==> config.mk <==
export PLATFORM = sky130hd
export DESIGN_NAME = sfp_pin_frontend
export DESIGN_NICKNAME = d
export VERILOG_FILES = /design/src/sfp_pkg.sv /design/src/sfp_sync.sv /design/src/sfp_pin_frontend.sv
export SDC_FILE = /design/constraint.sdc
export NUM_CORES = 1
export LEC_CHECK = 0
export ABC_AREA = 1
export BUFFER_PORTS_ARGS = -buffer_cell sky130_fd_sc_hd__buf_2
export CAP_MARGIN = 20
export CORE_AREA = 5 5 119 88
export DETAILED_ROUTE_END_ITERATION = 8
export DIE_AREA = 0 0 124 93
export PLACE_DENSITY = 0.68
export SLEW_MARGIN = 20
export SYNTH_ARGS = -nofsm -noshare
export SYNTH_HDL_FRONTEND = slang
export SYNTH_SLANG_ARGS = --single-unit
export TNS_END_PERCENT = 10
==> constraint.sdc <==
create_clock -name clk_i -period 6.3 [get_ports clk_i]
set_clock_uncertainty 0.2 [all_clocks]
set_input_delay 0.945 -clock clk_i [delete_from_list [all_inputs] [get_ports clk_i]]
set_output_delay 0.945 -clock clk_i [all_outputs]
set_load 0.005 [all_outputs]
==> src/sfp_pkg.sv <==
// Shared constants for the serial flash pin front end: register map,
// field positions, reset values, lane modes and link states.
// Assumes a classic Wishbone slave port with 32-bit data and byte addresses.
package sfp_pkg;

  // ----------------------------------------------------------------------
  // Register byte offsets
  // ----------------------------------------------------------------------
  localparam logic [7:0] SFP_REG_CTRL = 8'h00;
  localparam logic [7:0] SFP_REG_STBITS = 8'h04;
  localparam logic [7:0] SFP_REG_TXDATA = 8'h08;
  localparam logic [7:0] SFP_REG_RXDATA = 8'h0c;
  localparam logic [7:0] SFP_REG_STATE = 8'h10;

  // ----------------------------------------------------------------------
  // Field positions
  // ----------------------------------------------------------------------
  localparam int SFP_CTRL_MODE_LSB = 0;
  localparam int SFP_CTRL_DRIVE_BIT = 2;
  localparam int SFP_CTRL_PFS_BIT = 3;
  localparam int SFP_CTRL_QCM_BIT = 4;
  localparam int SFP_ST_BP_LSB = 2;
  localparam int SFP_ST_QE_BIT = 6;
  localparam int SFP_ST_SWD_BIT = 7;
  localparam int SFP_STATE_SEL_BIT = 0;
  localparam int SFP_STATE_PAUSE_BIT = 1;
  localparam int SFP_STATE_HWRST_BIT = 2;
  localparam int SFP_STATE_RXFULL_BIT = 3;
  localparam int SFP_STATE_REJ_BIT = 4;
  localparam int SFP_STATE_WP_BIT = 5;
  localparam int SFP_STATE_STBY_BIT = 6;

  // ----------------------------------------------------------------------
  // Reset values and lane modes
  // ----------------------------------------------------------------------
  localparam logic [4:0] SFP_CTRL_RESET = 5'h00;
  localparam logic [7:0] SFP_STBITS_RESET = 8'h00;
  localparam logic [7:0] SFP_TXDATA_RESET = 8'hff;
  localparam logic [1:0] SFP_MODE_SINGLE = 2'h0;
  localparam logic [1:0] SFP_MODE_DUAL = 2'h1;
  localparam logic [1:0] SFP_MODE_QUAD = 2'h2;
  localparam logic [3:0] SFP_BITS_PER_BYTE = 4'h8;
  localparam int SFP_SYNC_W = 6;

  // Link states.
  typedef enum logic [1:0] {SFP_LNK_IDLE, SFP_LNK_ACTIVE, SFP_LNK_PAUSED, SFP_LNK_HWRST} sfp_lnk_e;

  // Number of lanes that carry one beat in the given mode.
  function automatic logic [3:0] sfp_lane_count(input logic [1:0] mode);
    case (mode)
      SFP_MODE_DUAL: sfp_lane_count = 4'h2;
      SFP_MODE_QUAD: sfp_lane_count = 4'h4;
      default: sfp_lane_count = 4'h1;
    endcase
  endfunction

endpackage

==> src/sfp_sync.sv <==
// Two-flop synchroniser for a group of independent pin levels.
// Assumes each bit is a slow level or a clock far below clk_i.
`timescale 1ns/10ps
module sfp_sync
  import sfp_pkg::*;
#(
  parameter int W = SFP_SYNC_W
)
(
  input wire logic clk_i,
  input wire logic rst_i,
  input wire logic [W-1:0] async_i,
  input wire logic [W-1:0] rst_val_i,
  output logic [W-1:0] sync_o
);

  logic [W-1:0] meta_r;
  logic [W-1:0] sync_r;

  // ----------------------------------------------------------------------
  // Synchroniser chain
  // ----------------------------------------------------------------------
  // The first stage feeds only the second stage.
  // Reset loads rst_val_i into both stages; the output keeps that level until async_i has passed both flops.
  always_ff @(posedge clk_i)
  begin
    if (rst_i)
    begin
      meta_r <= rst_val_i;
      sync_r <= rst_val_i;
    end
    else
    begin
      meta_r <= async_i;
      sync_r <= meta_r;
    end
  end

  // Only the second stage is seen by the rest of the block.
  assign sync_o = sync_r;

endmodule

==> src/sfp_pin_frontend.sv <==
// Pin-level front end of a serial flash: select, pause, hardware reset,
// lane direction and bit shifting, with a classic Wishbone register port.
// Assumes all pins are asynchronous to clk_i and the serial clock is well
// below a quarter of clk_i; instruction decoding sits outside this block.
//
// Summary of operation
// - Select high floats outputs, enters standby.
// - Select high ignores input; low selects.
// - Instruction accepted only after select high-to-low.
// - Single mode samples lane 0 on rising edges.
// - Single mode drives lane 1 on falling edges.
// - Dual/quad lanes bidirectional; rise in, fall out.
// - Quad uses protect and pause pins as lanes 2,3.
// - Disable bit set, protect low rejects status writes.
// - Disable bit clear always allows status writes.
// - Quad enable removes write protect pin function.
// - Fourth pin: lane 3, pause or reset.
// - Pause suspends transfer, floats output, keeps state.
// - Reset input low holds reset, outputs float.
// - Both clock idle polarities work identically.
// - Quad mode makes all four pins lanes.
`timescale 1ns/10ps
module sfp_pin_frontend
  import sfp_pkg::*;
(
  input wire logic clk_i,
  input wire logic rst_i,
  // Wishbone slave.
  input wire logic [7:0] adr_i,
  input wire logic [31:0] dat_i,
  output logic [31:0] dat_o,
  input wire logic [3:0] sel_i,
  input wire logic we_i,
  input wire logic cyc_i,
  input wire logic stb_i,
  output logic ack_o,
  // Flash pins.
  input wire logic sck_i,
  input wire logic sel_n_i,
  input wire logic [3:0] lane_i,
  output logic [3:0] lane_o,
  output logic [3:0] lane_oe_o,
  output logic standby_o
);

  // ----------------------------------------------------------------------
  // Declarations
  // ----------------------------------------------------------------------
  logic [SFP_SYNC_W-1:0] pin_sync;
  logic sck_s;
  logic sel_n_s;
  logic [3:0] lane_s;
  logic sck_prev_r;
  logic sel_n_prev_r;
  logic sck_rise;
  logic sck_fall;
  logic sel_fall;
  sfp_lnk_e lnk_r;
  sfp_lnk_e lnk_nxt;
  logic [4:0] ctrl_r;
  logic [7:0] stbits_r;
  logic [7:0] tx_data_r;
  logic [7:0] rx_data_r;
  logic [7:0] rx_shift_r;
  logic [7:0] tx_shift_r;
  logic [3:0] rx_cnt_r;
  logic [3:0] tx_cnt_r;
  logic rise_seen_r;
  logic rx_full_r;
  logic rej_r;
  logic ack_r;
  logic [31:0] dat_r;
  logic quad_en;
  logic pin_func;
  logic pause_lvl;
  logic hwrst_lvl;
  logic protect;
  logic [1:0] eff_mode;
  logic [3:0] nlanes;
  logic byte_done;
  logic wb_req;
  logic wb_wr;
  logic wb_rd;
  logic drive_ok;

  // ----------------------------------------------------------------------
  // Pin synchronisers and serial clock edge detection
  // ----------------------------------------------------------------------
  // Every pin passes two flops before any logic looks at it.
  sfp_sync #(
    .W(SFP_SYNC_W)
  ) u_sync (
    .clk_i(clk_i),
    .rst_i(rst_i),
    .async_i({lane_i, sel_n_i, sck_i}),
    .rst_val_i({4'hf, 1'b0, 1'b0}),
    .sync_o(pin_sync)
  );

  assign sck_s = pin_sync[0];
  assign sel_n_s = pin_sync[1];
  assign lane_s = pin_sync[5:2];

  // Previous levels for edge detection; select starts low so a high must be seen first.
  always_ff @(posedge clk_i)
  begin
    if (rst_i)
    begin
      sck_prev_r <= 1'b0;
      sel_n_prev_r <= 1'b0;
    end
    else
    begin
      sck_prev_r <= sck_s;
      sel_n_prev_r <= sel_n_s;
    end
  end

  // Edges are taken the same way whichever level the clock idles at.
  assign sck_rise = sck_s & ~sck_prev_r;
  assign sck_fall = ~sck_s & sck_prev_r;
  assign sel_fall = sel_n_prev_r & ~sel_n_s;

  // ----------------------------------------------------------------------
  // Pin function decoding
  // ----------------------------------------------------------------------
  // The fourth pin is a lane when quad is enabled, else pause or reset.
  assign quad_en = stbits_r[SFP_ST_QE_BIT];
  assign pin_func = ctrl_r[SFP_CTRL_PFS_BIT];
  assign pause_lvl = ~quad_en & ~pin_func & ~lane_s[3] & ~sel_n_s;
  assign hwrst_lvl = ~quad_en & pin_func & ~lane_s[3];

  // Protect pin only counts with quad off and the disable bit set.
  assign protect = stbits_r[SFP_ST_SWD_BIT] & ~lane_s[2] & ~quad_en;

  // Quad lanes need quad enabled; command mode forces quad lanes.
  always_comb
  begin
    eff_mode = SFP_MODE_SINGLE;
    if (quad_en && (ctrl_r[SFP_CTRL_QCM_BIT] || ctrl_r[1:0] == SFP_MODE_QUAD))
    begin
      eff_mode = SFP_MODE_QUAD;
    end
    else if (ctrl_r[1:0] == SFP_MODE_DUAL)
    begin
      eff_mode = SFP_MODE_DUAL;
    end
  end

  assign nlanes = sfp_lane_count(eff_mode);

  // ----------------------------------------------------------------------
  // Link state machine
  // ----------------------------------------------------------------------
  // Reset has top priority; leaving idle takes a select falling edge.
  always_comb
  begin
    lnk_nxt = lnk_r;
    case (lnk_r)
      SFP_LNK_IDLE:
      begin
        if (sel_fall)
        begin
          lnk_nxt = SFP_LNK_ACTIVE;
        end
      end
      SFP_LNK_ACTIVE:
      begin
        if (sel_n_s)
        begin
          lnk_nxt = SFP_LNK_IDLE;
        end
        else if (pause_lvl)
        begin
          lnk_nxt = SFP_LNK_PAUSED;
        end
      end
      SFP_LNK_PAUSED:
      begin
        if (sel_n_s)
        begin
          lnk_nxt = SFP_LNK_IDLE;
        end
        else if (!pause_lvl)
        begin
          lnk_nxt = SFP_LNK_ACTIVE;
        end
      end
      SFP_LNK_HWRST:
      begin
        lnk_nxt = SFP_LNK_IDLE;
      end
      default:
      begin
        lnk_nxt = SFP_LNK_IDLE;
      end
    endcase
    if (hwrst_lvl)
    begin
      lnk_nxt = SFP_LNK_HWRST;
    end
  end

  // State register.
  always_ff @(posedge clk_i)
  begin
    if (rst_i)
    begin
      lnk_r <= SFP_LNK_IDLE;
    end
    else
    begin
      lnk_r <= lnk_nxt;
    end
  end

  // ----------------------------------------------------------------------
  // Receive shifter
  // ----------------------------------------------------------------------
  assign byte_done = (lnk_r == SFP_LNK_ACTIVE) && sck_rise && (rx_cnt_r + nlanes >= SFP_BITS_PER_BYTE);

  // Bits enter on rising edges only while active, never while paused.
  always_ff @(posedge clk_i)
  begin
    if (rst_i || lnk_r == SFP_LNK_IDLE || lnk_r == SFP_LNK_HWRST)
    begin
      rx_shift_r <= 8'h00;
      rx_cnt_r <= 4'h0;
    end
    else if (lnk_r == SFP_LNK_ACTIVE && sck_rise)
    begin
      case (eff_mode)
        SFP_MODE_DUAL: rx_shift_r <= {rx_shift_r[5:0], lane_s[1:0]};
        SFP_MODE_QUAD: rx_shift_r <= {rx_shift_r[3:0], lane_s[3:0]};
        default: rx_shift_r <= {rx_shift_r[6:0], lane_s[0]};
      endcase
      rx_cnt_r <= byte_done ? 4'h0 : rx_cnt_r + nlanes;
    end
  end

  // Completed byte is held for software.
  always_ff @(posedge clk_i)
  begin
    if (rst_i)
    begin
      rx_data_r <= 8'h00;
    end
    else if (byte_done)
    begin
      case (eff_mode)
        SFP_MODE_DUAL: rx_data_r <= {rx_shift_r[5:0], lane_s[1:0]};
        SFP_MODE_QUAD: rx_data_r <= {rx_shift_r[3:0], lane_s[3:0]};
        default: rx_data_r <= {rx_shift_r[6:0], lane_s[0]};
      endcase
    end
  end

  // ----------------------------------------------------------------------
  // Transmit shifter
  // ----------------------------------------------------------------------
  // First beat is preloaded at select so that an idle-high clock's first
  // falling edge does not shift before any rising edge has been seen.
  always_ff @(posedge clk_i)
  begin
    if (rst_i)
    begin
      tx_shift_r <= SFP_TXDATA_RESET;
      tx_cnt_r <= 4'h0;
      rise_seen_r <= 1'b0;
    end
    else if (lnk_r == SFP_LNK_IDLE || lnk_r == SFP_LNK_HWRST)
    begin
      tx_shift_r <= tx_data_r;
      tx_cnt_r <= 4'h0;
      rise_seen_r <= 1'b0;
    end
    else if (lnk_r == SFP_LNK_ACTIVE)
    begin
      if (sck_rise)
      begin
        rise_seen_r <= 1'b1;
      end
      if (sck_fall && rise_seen_r)
      begin
        if (tx_cnt_r + nlanes >= SFP_BITS_PER_BYTE)
        begin
          tx_shift_r <= tx_data_r;
          tx_cnt_r <= 4'h0;
        end
        else
        begin
          tx_shift_r <= (tx_shift_r << nlanes[2:0]);
          tx_cnt_r <= tx_cnt_r + nlanes;
        end
      end
    end
  end

  // ----------------------------------------------------------------------
  // Lane drivers
  // ----------------------------------------------------------------------
  // Drive only while selected, unpaused, out of reset and software asks.
  // The pin levels also gate directly, so lanes float in the cycle before the state moves.
  assign drive_ok = (lnk_r == SFP_LNK_ACTIVE) && !sel_n_s && !pause_lvl && !hwrst_lvl &&
                    ctrl_r[SFP_CTRL_DRIVE_BIT];

  // Lane data comes straight from the shift register flops.
  always_comb
  begin
    lane_o = 4'h0;
    lane_oe_o = 4'h0;
    case (eff_mode)
      SFP_MODE_DUAL:
      begin
        lane_o = {2'b00, tx_shift_r[7:6]};
        lane_oe_o = {2'b00, drive_ok, drive_ok};
      end
      SFP_MODE_QUAD:
      begin
        lane_o = tx_shift_r[7:4];
        lane_oe_o = {4{drive_ok}};
      end
      default:
      begin
        lane_o = {2'b00, tx_shift_r[7], 1'b0};
        lane_oe_o = {2'b00, drive_ok, 1'b0};
      end
    endcase
  end

  assign standby_o = sel_n_s;

  // ----------------------------------------------------------------------
  // Wishbone slave
  // ----------------------------------------------------------------------
  assign wb_req = cyc_i & stb_i;
  assign wb_wr = wb_req & we_i & ack_r & sel_i[0];
  assign wb_rd = wb_req & ~we_i & ack_r;

  // Ack one cycle after the request, dropped the cycle after.
  always_ff @(posedge clk_i)
  begin
    if (rst_i)
    begin
      ack_r <= 1'b0;
    end
    else
    begin
      ack_r <= wb_req & ~ack_r;
    end
  end

  // Read data is captured with the request so it stands with ack.
  always_ff @(posedge clk_i)
  begin
    if (rst_i)
    begin
      dat_r <= 32'h0;
    end
    else if (wb_req && !ack_r)
    begin
      case (adr_i)
        SFP_REG_CTRL: dat_r <= {27'h0, ctrl_r};
        SFP_REG_STBITS: dat_r <= {24'h0, stbits_r};
        SFP_REG_TXDATA: dat_r <= {24'h0, tx_data_r};
        SFP_REG_RXDATA: dat_r <= {24'h0, rx_data_r};
        SFP_REG_STATE:
        begin
          dat_r <= 32'h0;
          dat_r[SFP_STATE_SEL_BIT] <= (lnk_r == SFP_LNK_ACTIVE) || (lnk_r == SFP_LNK_PAUSED);
          dat_r[SFP_STATE_PAUSE_BIT] <= (lnk_r == SFP_LNK_PAUSED);
          dat_r[SFP_STATE_HWRST_BIT] <= (lnk_r == SFP_LNK_HWRST);
          dat_r[SFP_STATE_RXFULL_BIT] <= rx_full_r;
          dat_r[SFP_STATE_REJ_BIT] <= rej_r;
          dat_r[SFP_STATE_WP_BIT] <= lane_s[2];
          dat_r[SFP_STATE_STBY_BIT] <= sel_n_s;
        end
        default: dat_r <= 32'h0;
      endcase
    end
  end

  assign ack_o = ack_r;
  assign dat_o = dat_r;

  // ----------------------------------------------------------------------
  // Registers
  // ----------------------------------------------------------------------
  // Control and transmit data writes.
  always_ff @(posedge clk_i)
  begin
    if (rst_i)
    begin
      ctrl_r <= SFP_CTRL_RESET;
      tx_data_r <= SFP_TXDATA_RESET;
    end
    else if (wb_wr)
    begin
      if (adr_i == SFP_REG_CTRL)
      begin
        ctrl_r <= dat_i[4:0];
      end
      if (adr_i == SFP_REG_TXDATA)
      begin
        tx_data_r <= dat_i[7:0];
      end
    end
  end

  // Status bits are written only when the protect condition is absent.
  always_ff @(posedge clk_i)
  begin
    if (rst_i)
    begin
      stbits_r <= SFP_STBITS_RESET;
    end
    else if (wb_wr && adr_i == SFP_REG_STBITS && !protect)
    begin
      stbits_r <= {dat_i[7:2], 2'b00};
    end
  end

  // Sticky flags; a new event wins over a clear in the same cycle.
  always_ff @(posedge clk_i)
  begin
    if (rst_i)
    begin
      rx_full_r <= 1'b0;
      rej_r <= 1'b0;
    end
    else
    begin
      if (byte_done)
      begin
        rx_full_r <= 1'b1;
      end
      else if (wb_rd && adr_i == SFP_REG_RXDATA)
      begin
        rx_full_r <= 1'b0;
      end
      if (wb_wr && adr_i == SFP_REG_STBITS && protect)
      begin
        rej_r <= 1'b1;
      end
      else if (wb_wr && adr_i == SFP_REG_STATE && dat_i[SFP_STATE_REJ_BIT])
      begin
        rej_r <= 1'b0;
      end
    end
  end

endmodule

## Yosys cells after proc, flatten, opt, wreduce, memory -nomap -nowiden

Index checks and enable logic that the tools add are counted.

| word-level totals | value |
|---|---|
| register bits | 102 |
| latch bits | 0 |
| bits in writable memories | 0 |
| ROM bits | 0 |
| bits of input ports | 55 |
| logic and storage cells | 125 |
| memories | 0 |

| cells by class | value |
|---|---|
| add/sub/neg operators | 2 |
| $mul | 0 |
| divide/modulo/power cells | 0 |
| $lt $le $gt $ge | 2 |
| eq/ne operators | 14 |
| shift-type cells | 1 |
| multiplexer cells | 24 |
| bitwise gates (word level) | 26 |
| reductions and logical operators | 38 |

Operators by type and width:

| cell | count |
|---|---|
| $pmux 8 s5 | 1 |
| $mux 8 | 4 |
| $and 1x1->1 | 17 |
| $eq 8x4->1 const B | 2 |
| $pmux 4 s2 | 2 |
| $pmux 8 s2 | 1 |
| $logic_and 1x1->1 | 15 |
| $mux 2 | 7 |
| $reduce_and 2->1 | 5 |
| $not 1->1 | 9 |
| $add 4x4->4 | 2 |
| $eq 2x2->1 const B | 4 |
| $eq 8x3->1 const B | 1 |
| $eq 8x5->1 const B | 1 |
| $ge 4x4->1 const B | 2 |
| $logic_not 8->1 | 1 |
| $mux 4 | 2 |
| $ne 4x3->1 const B | 2 |
| $pmux 2 s4 | 1 |
| $reduce_bool 2->1 | 4 |
| $shl 8x3->8 | 1 |
| $eq 2x1->1 const B | 3 |
| $pmux 3 s2 | 1 |
| $logic_not 1->1 | 5 |
| other kinds (6) | 14 |

## Longest topological paths before layout

| logic depth | value |
|---|---|
| depth after elaboration | 12 |
| mapped depth | 18 |

## Hierarchy

From an unflattened synthesis, not the netlist that was laid out.

| second synthesis, totals | value |
|---|---|
| cell total of the unflattened synthesis | 574 |
| area total of the unflattened synthesis | 4149.0 µm² |

By module, submodules not included:

| module | times used | cells an instance | area each (µm²) | sequential area each (µm²) |
|---|---|---|---|---|
| sfp_pin_frontend | 1 | 530 | 3778.6 | 1321.3 |
| sfp_sync | 1 | 44 | 370.4 | 240.2 |

## Least setup slack after synthesis

OpenSTA, ideal clock, no wires.

| timing | value |
|---|---|
| path kind | reg2out |
| from | register lnk_r[1] |
| to | output lane_oe_o[3] |
| arrival | 1.150 ns |
| required time | 5.155 ns |
| slack | 4.005 ns |
| cell stages (with the launch flop) | 10 |
| path buffers | 1 |
| path through | dfxtp_1 -> inv_1 -> ha_1 -> inv_1 -> nor2_1 -> nand2_1 -> inv_1 -> nand2_1 -> nor2_1 -> buf_4 |

| on the way | value |
|---|---|
| cells in the longest elaborated chain, start to end | 6 |

RTL lines:

| item | line | source |
|---|---|---|
| start, declared | sfp_pin_frontend.sv:58 | `sfp_lnk_e lnk_r;` |
| start signal, assigned | sfp_pin_frontend.sv:213 | `lnk_r <= lnk_nxt;` |
| $eq 2x1->1 | sfp_pin_frontend.sv:304 | `assign drive_ok = (lnk_r == SFP_LNK_ACTIVE) && !sel_n_s && !pause_lvl && !hwrst_lvl &&` |
| $logic_and 1x1->1 (4 in series) | sfp_pin_frontend.sv:304 |  |
| $pmux 4 s2 | sfp_pin_frontend.sv:312 | `case (eff_mode)` |
| end, declared | sfp_pin_frontend.sv:42 | `output logic [3:0] lane_oe_o,` |

Every way passes these cells.

## Worst setup path in the final report

| timing | value |
|---|---|
| from | register ctrl_r[0] |
| to | register rx_data_r[3] |

| on the way | value |
|---|---|
| cells in the longest elaborated chain, start to end | 9 |
| elaborated cells between the ends (all ways) | 13 |

RTL lines:

| item | line | source |
|---|---|---|
| start, declared | sfp_pin_frontend.sv:60 | `logic [4:0] ctrl_r;` |
| start signal, assigned | sfp_pin_frontend.sv:401 | `ctrl_r <= dat_i[4:0];` |
| $eq 2x2->1 | sfp_pin_frontend.sv:140 | `if (quad_en && (ctrl_r[SFP_CTRL_QCM_BIT] \|\| ctrl_r[1:0] == SFP_MODE_QUAD))` |
| $logic_or 1x1->1 | sfp_pin_frontend.sv:140 |  |
| $logic_and 1x1->1 | sfp_pin_frontend.sv:140 |  |
| $mux 2 (*) | sfp_pin_frontend.sv:140 |  |
| $eq 2x2->1 / $eq 2x1->1 (equally long branches) | sfp_pkg.sv:50, sfp_pin_frontend.sv:250 |  |
| $pmux 3 s2 | sfp_pkg.sv:50 | `case (mode)` |
| $add 4x4->4 | sfp_pin_frontend.sv:220 | `assign byte_done = (lnk_r == SFP_LNK_ACTIVE) && sck_rise && (rx_cnt_r + nlanes >= SFP_BITS_PER_BYTE);` |
| $ge 4x4->1 | sfp_pin_frontend.sv:220 |  |
| $logic_and 1x1->1 | sfp_pin_frontend.sv:220 |  |
| end signal, assigned | sfp_pin_frontend.sv:251 | `SFP_MODE_DUAL: rx_data_r <= {rx_shift_r[5:0], lane_s[1:0]};` |
| end signal, assigned | sfp_pin_frontend.sv:252 | `SFP_MODE_QUAD: rx_data_r <= {rx_shift_r[3:0], lane_s[3:0]};` |
| end signal, assigned | sfp_pin_frontend.sv:253 | `default: rx_data_r <= {rx_shift_r[6:0], lane_s[0]};` |
| end, declared | sfp_pin_frontend.sv:63 | `logic [7:0] rx_data_r;` |

Mark *: on every way between the ends. The rest lies on a longest branch, timed or not.
A chain may end at the register's enable or synchronous reset.

==> results.ini <==
[global_route]
grt_overflow=0
grt.total_usage=0.178
grt_max_degree=36
grt_pass1_wl_um=16200
antenna_found_initial=0
grt_pass1_vias=3410

[routing]
drt-initial-drc-count=244
antenna_left=0
wl_um=9920
wl_per_cell_um=13.6
dr_total_vias=3714
via_per_inst=5.08
drtPass1Iterations=7
drc=0

[timing]
slew_viol_final=0
rsz0062_at_grt=no
fin_tns_setup_ns=0
slew_headroom=0.409
max_freq_ghz=0.318
post-route-period-util=0.499
finalHoldViolations=0
period_needed_ns=3.15
worst_pin_slew_ns=0.885
setup_violations=0

[floorplanning]
std_cell_rows=30
die_area_mm2=0.0115
core_mm2=0.00927
die_w_um=124
start_util=0.433
die_y_um=93
boundaryPins=97

[synth]
synthArstFlopShare=0
ys.warnings.count=0
ys_ff_latch=78
synth-seq-area-share=0.389
ys_top_cells_by_area=dfxtp_1 39%, nand2_1 10%, nand3_1 6.9%
avgSynthCellArea_um2=7.15
synth_cell_types=35
synth_most_common_cell=nand2_1
ys_top_cells_by_count=108 x nand2_1, 78 x dfxtp_1, 65 x nor2_1
synth.top_cell.area_share=0.389
syn-cell-area_mm2=0.00402
synthCells=562
yosys.area.top_type=dfxtp_1
synth_ff_type=dfxtp_1
synth_edf_count=0

[placement]
routabilityCongestion=0.865
dp_cells=715
hpwl_um=7380
portBuffers=45

[setup_path]
slowest_stage=nand3_1
crit_buf_inv=3
max_stage_delay_ns=0.43
crit_path_end_kind=register
crit_chain=inv_2 > nand2_1 > nand2_1 > nand2_2 > nand2_2 > inv_2 > ha_1 > nand3_1 > nand4_1 > nand3_1 > inv_1 > o21ai_0 > nor2_1
arrival_ns=3.23
crit_required_ns=6.38
rr_startpoint=ctrl_r[0]$_SDFFE_PP0P_
reg2reg_slack_ns=3.15
cp_max_fo=13
reg2reg_depth=13
crit_family=simple AND/OR/NAND/NOR gates
reg2reg_to=rx_data_r[3]$_SDFFE_PP0P_
critPathKind=register to register
start_kind=register

[clock_network]
cts_buffers=9
clk_pin_slew_worst_paths_ns=0.06
cts_resized=0
post-cts-setup-buffer-count=0
h-tree-depth=3
insertion_delay_ns=0.34
cts.sinks=78
tritoncts=done
cts_hold_buf=0
clockBufferDepth=2
root_buffer=clkbuf_16

[status]
status=completed

[run]
cap_violations=0

[finish]
final_nets=665
nFillCells=938
layout.cells.non_filler=731
final_util=0.486
area_delta_synth_final_pct=12.1
drive_above_1_share=0.154
antenna_cells=0

[power_and_ir_drop]
p_per_area_mw_per_mm2=259
power_mw=1.17
ir_worst_vdd_v=0.000183
leakage_nw=2.10

[worst_hold_path]
hold_path_class=register to register
hp-start=u_sync.meta_r[0]$_SDFF_PP0_
hold_depth=2
min_to=u_sync.sync_o[0]$_SDFF_PP0_

[logic make-up (layout without fill, tap and decap cells)]
| logic type | after synthesis | in the layout | synth area share |
|---|---|---|---|
| other | 1 | 24 | 0.000934 |
| AND/OR/NAND/NOR | 265 | 265 | 0.296 |
| adder cells (fa/ha/maj) | 12 | 12 | 0.0411 |
| AO/OA/AOI/OAI | 97 | 97 | 0.138 |
| buffers and inverters | 109 | 127 | 0.135 |
| flip-flops | 78 | 78 | 0.389 |
[state kept, by name, summed over array words and instances, names as in the netlist, 2 cells and up]
name	cells
tx_shift_r	8
tx_data_r	8
stbits_r	6
u_sync.meta_r	6
rx_shift_r	7
lnk_r	2
rx_data_r	8
u_sync.sync_o	6
rx_cnt_r	4
tx_cnt_r	4
ctrl_r	5
dat_o	8
[routing by layer]
metal  routed length, um  global-route usage  vias to the layer above
li1                    -                   -                     1842
met1                4660               0.248                     1743
met2                4480               0.275                      115
met3                 679              0.0429                       14
met4                 103              0.0483                        0
met5                   0                   0                        -
[cells in the final DEF (no fill, tap or decap), types with 2 or more instances in the layout]
cell,instances
nand2_1,108
dfxtp_1,78
nor2_1,65
inv_1,59
nand3_1,55
buf_2,45
o21ai_0,42
a21oi_1,35
conb_1,24
or2_2,10
ha_1,10
clkbuf_16,9
o211ai_1,8
nand2_2,7
nand4_1,7
nor3_1,5
inv_2,4
nor2_4,3
o21ai_1,3
inv_6,3
clkinv_1,2
nor3_2,2
o22ai_1,2
o221ai_1,2
o211ai_2,2
fa_1,2
clkinv_4,2
[stage by stage]
step | setup WS, ns | hold WS [ns] | cell area, um2
global placement | 3.27 | 0.193 | 4200
CTS | 3.18 | 0.208 | 4500
global route | 2.89 | 0.223 | 4500
finish | 3.15 | 0.204 | 4500
floorplan | 4.01 | 0.188 | 4100
detailed placement | 3.22 | 0.196 | 4200
[final cells by class]
class | count | area, um2 | area share
clock inverters | 7 | 81.3 | 0.0181
repair buffers | 45 | 225 | 0.0500
clock buffers | 9 | 225 | 0.0500
flip-flops and latches | 78 | 1560 | 0.347
multi-input cells | 398 | 2000 | 0.444
well taps | 128 | 160 | 0.0356
inverters | 66 | 250 | 0.0556
[report_power, final]
| group | switching (mW) | internal (mW) |
|---|---|---|
| clock network | 0.221 | 0.312 |
| logic | 0.0736 | 0.0387 |
| registers | 0.0122 | 0.509 |
[how the worst max path moves through the flow]
stage	start	to	slack [ns]	cells after the start
final	ctrl_r[0]$_SDFFE_PP0P_	rx_data_r[3]$_SDFFE_PP0P_	3.15	13
after global placement	ctrl_r[0]$_SDFFE_PP0P_	rx_data_r[4]$_SDFFE_PP0P_	3.27	13
after CTS	ctrl_r[0]$_SDFFE_PP0P_	rx_data_r[7]$_SDFFE_PP0P_	3.18	13
after global routing	ctrl_r[0]$_SDFFE_PP0P_	rx_data_r[5]$_SDFFE_PP0P_	2.89	13
after detailed placement	ctrl_r[0]$_SDFFE_PP0P_	rx_data_r[7]$_SDFFE_PP0P_	3.22	13
after floorplan	lnk_r[1]$_SDFFE_PP0P_	lane_oe_o[3]	4.01	9
[worst register-to-register path, cell delays in order, from the launching register on]
cell     delay (ns)
dfxtp_1        0.40
inv_2          0.08
nand2_1        0.06
nand2_1        0.06
nand2_2        0.29
nand2_2        0.23
inv_2          0.25
ha_1           0.24
nand3_1        0.12
nand4_1        0.09
nand3_1        0.43
inv_1          0.36
o21ai_0        0.13
nor2_1         0.14
No activity file was read; power rests on OpenSTA's default activity.
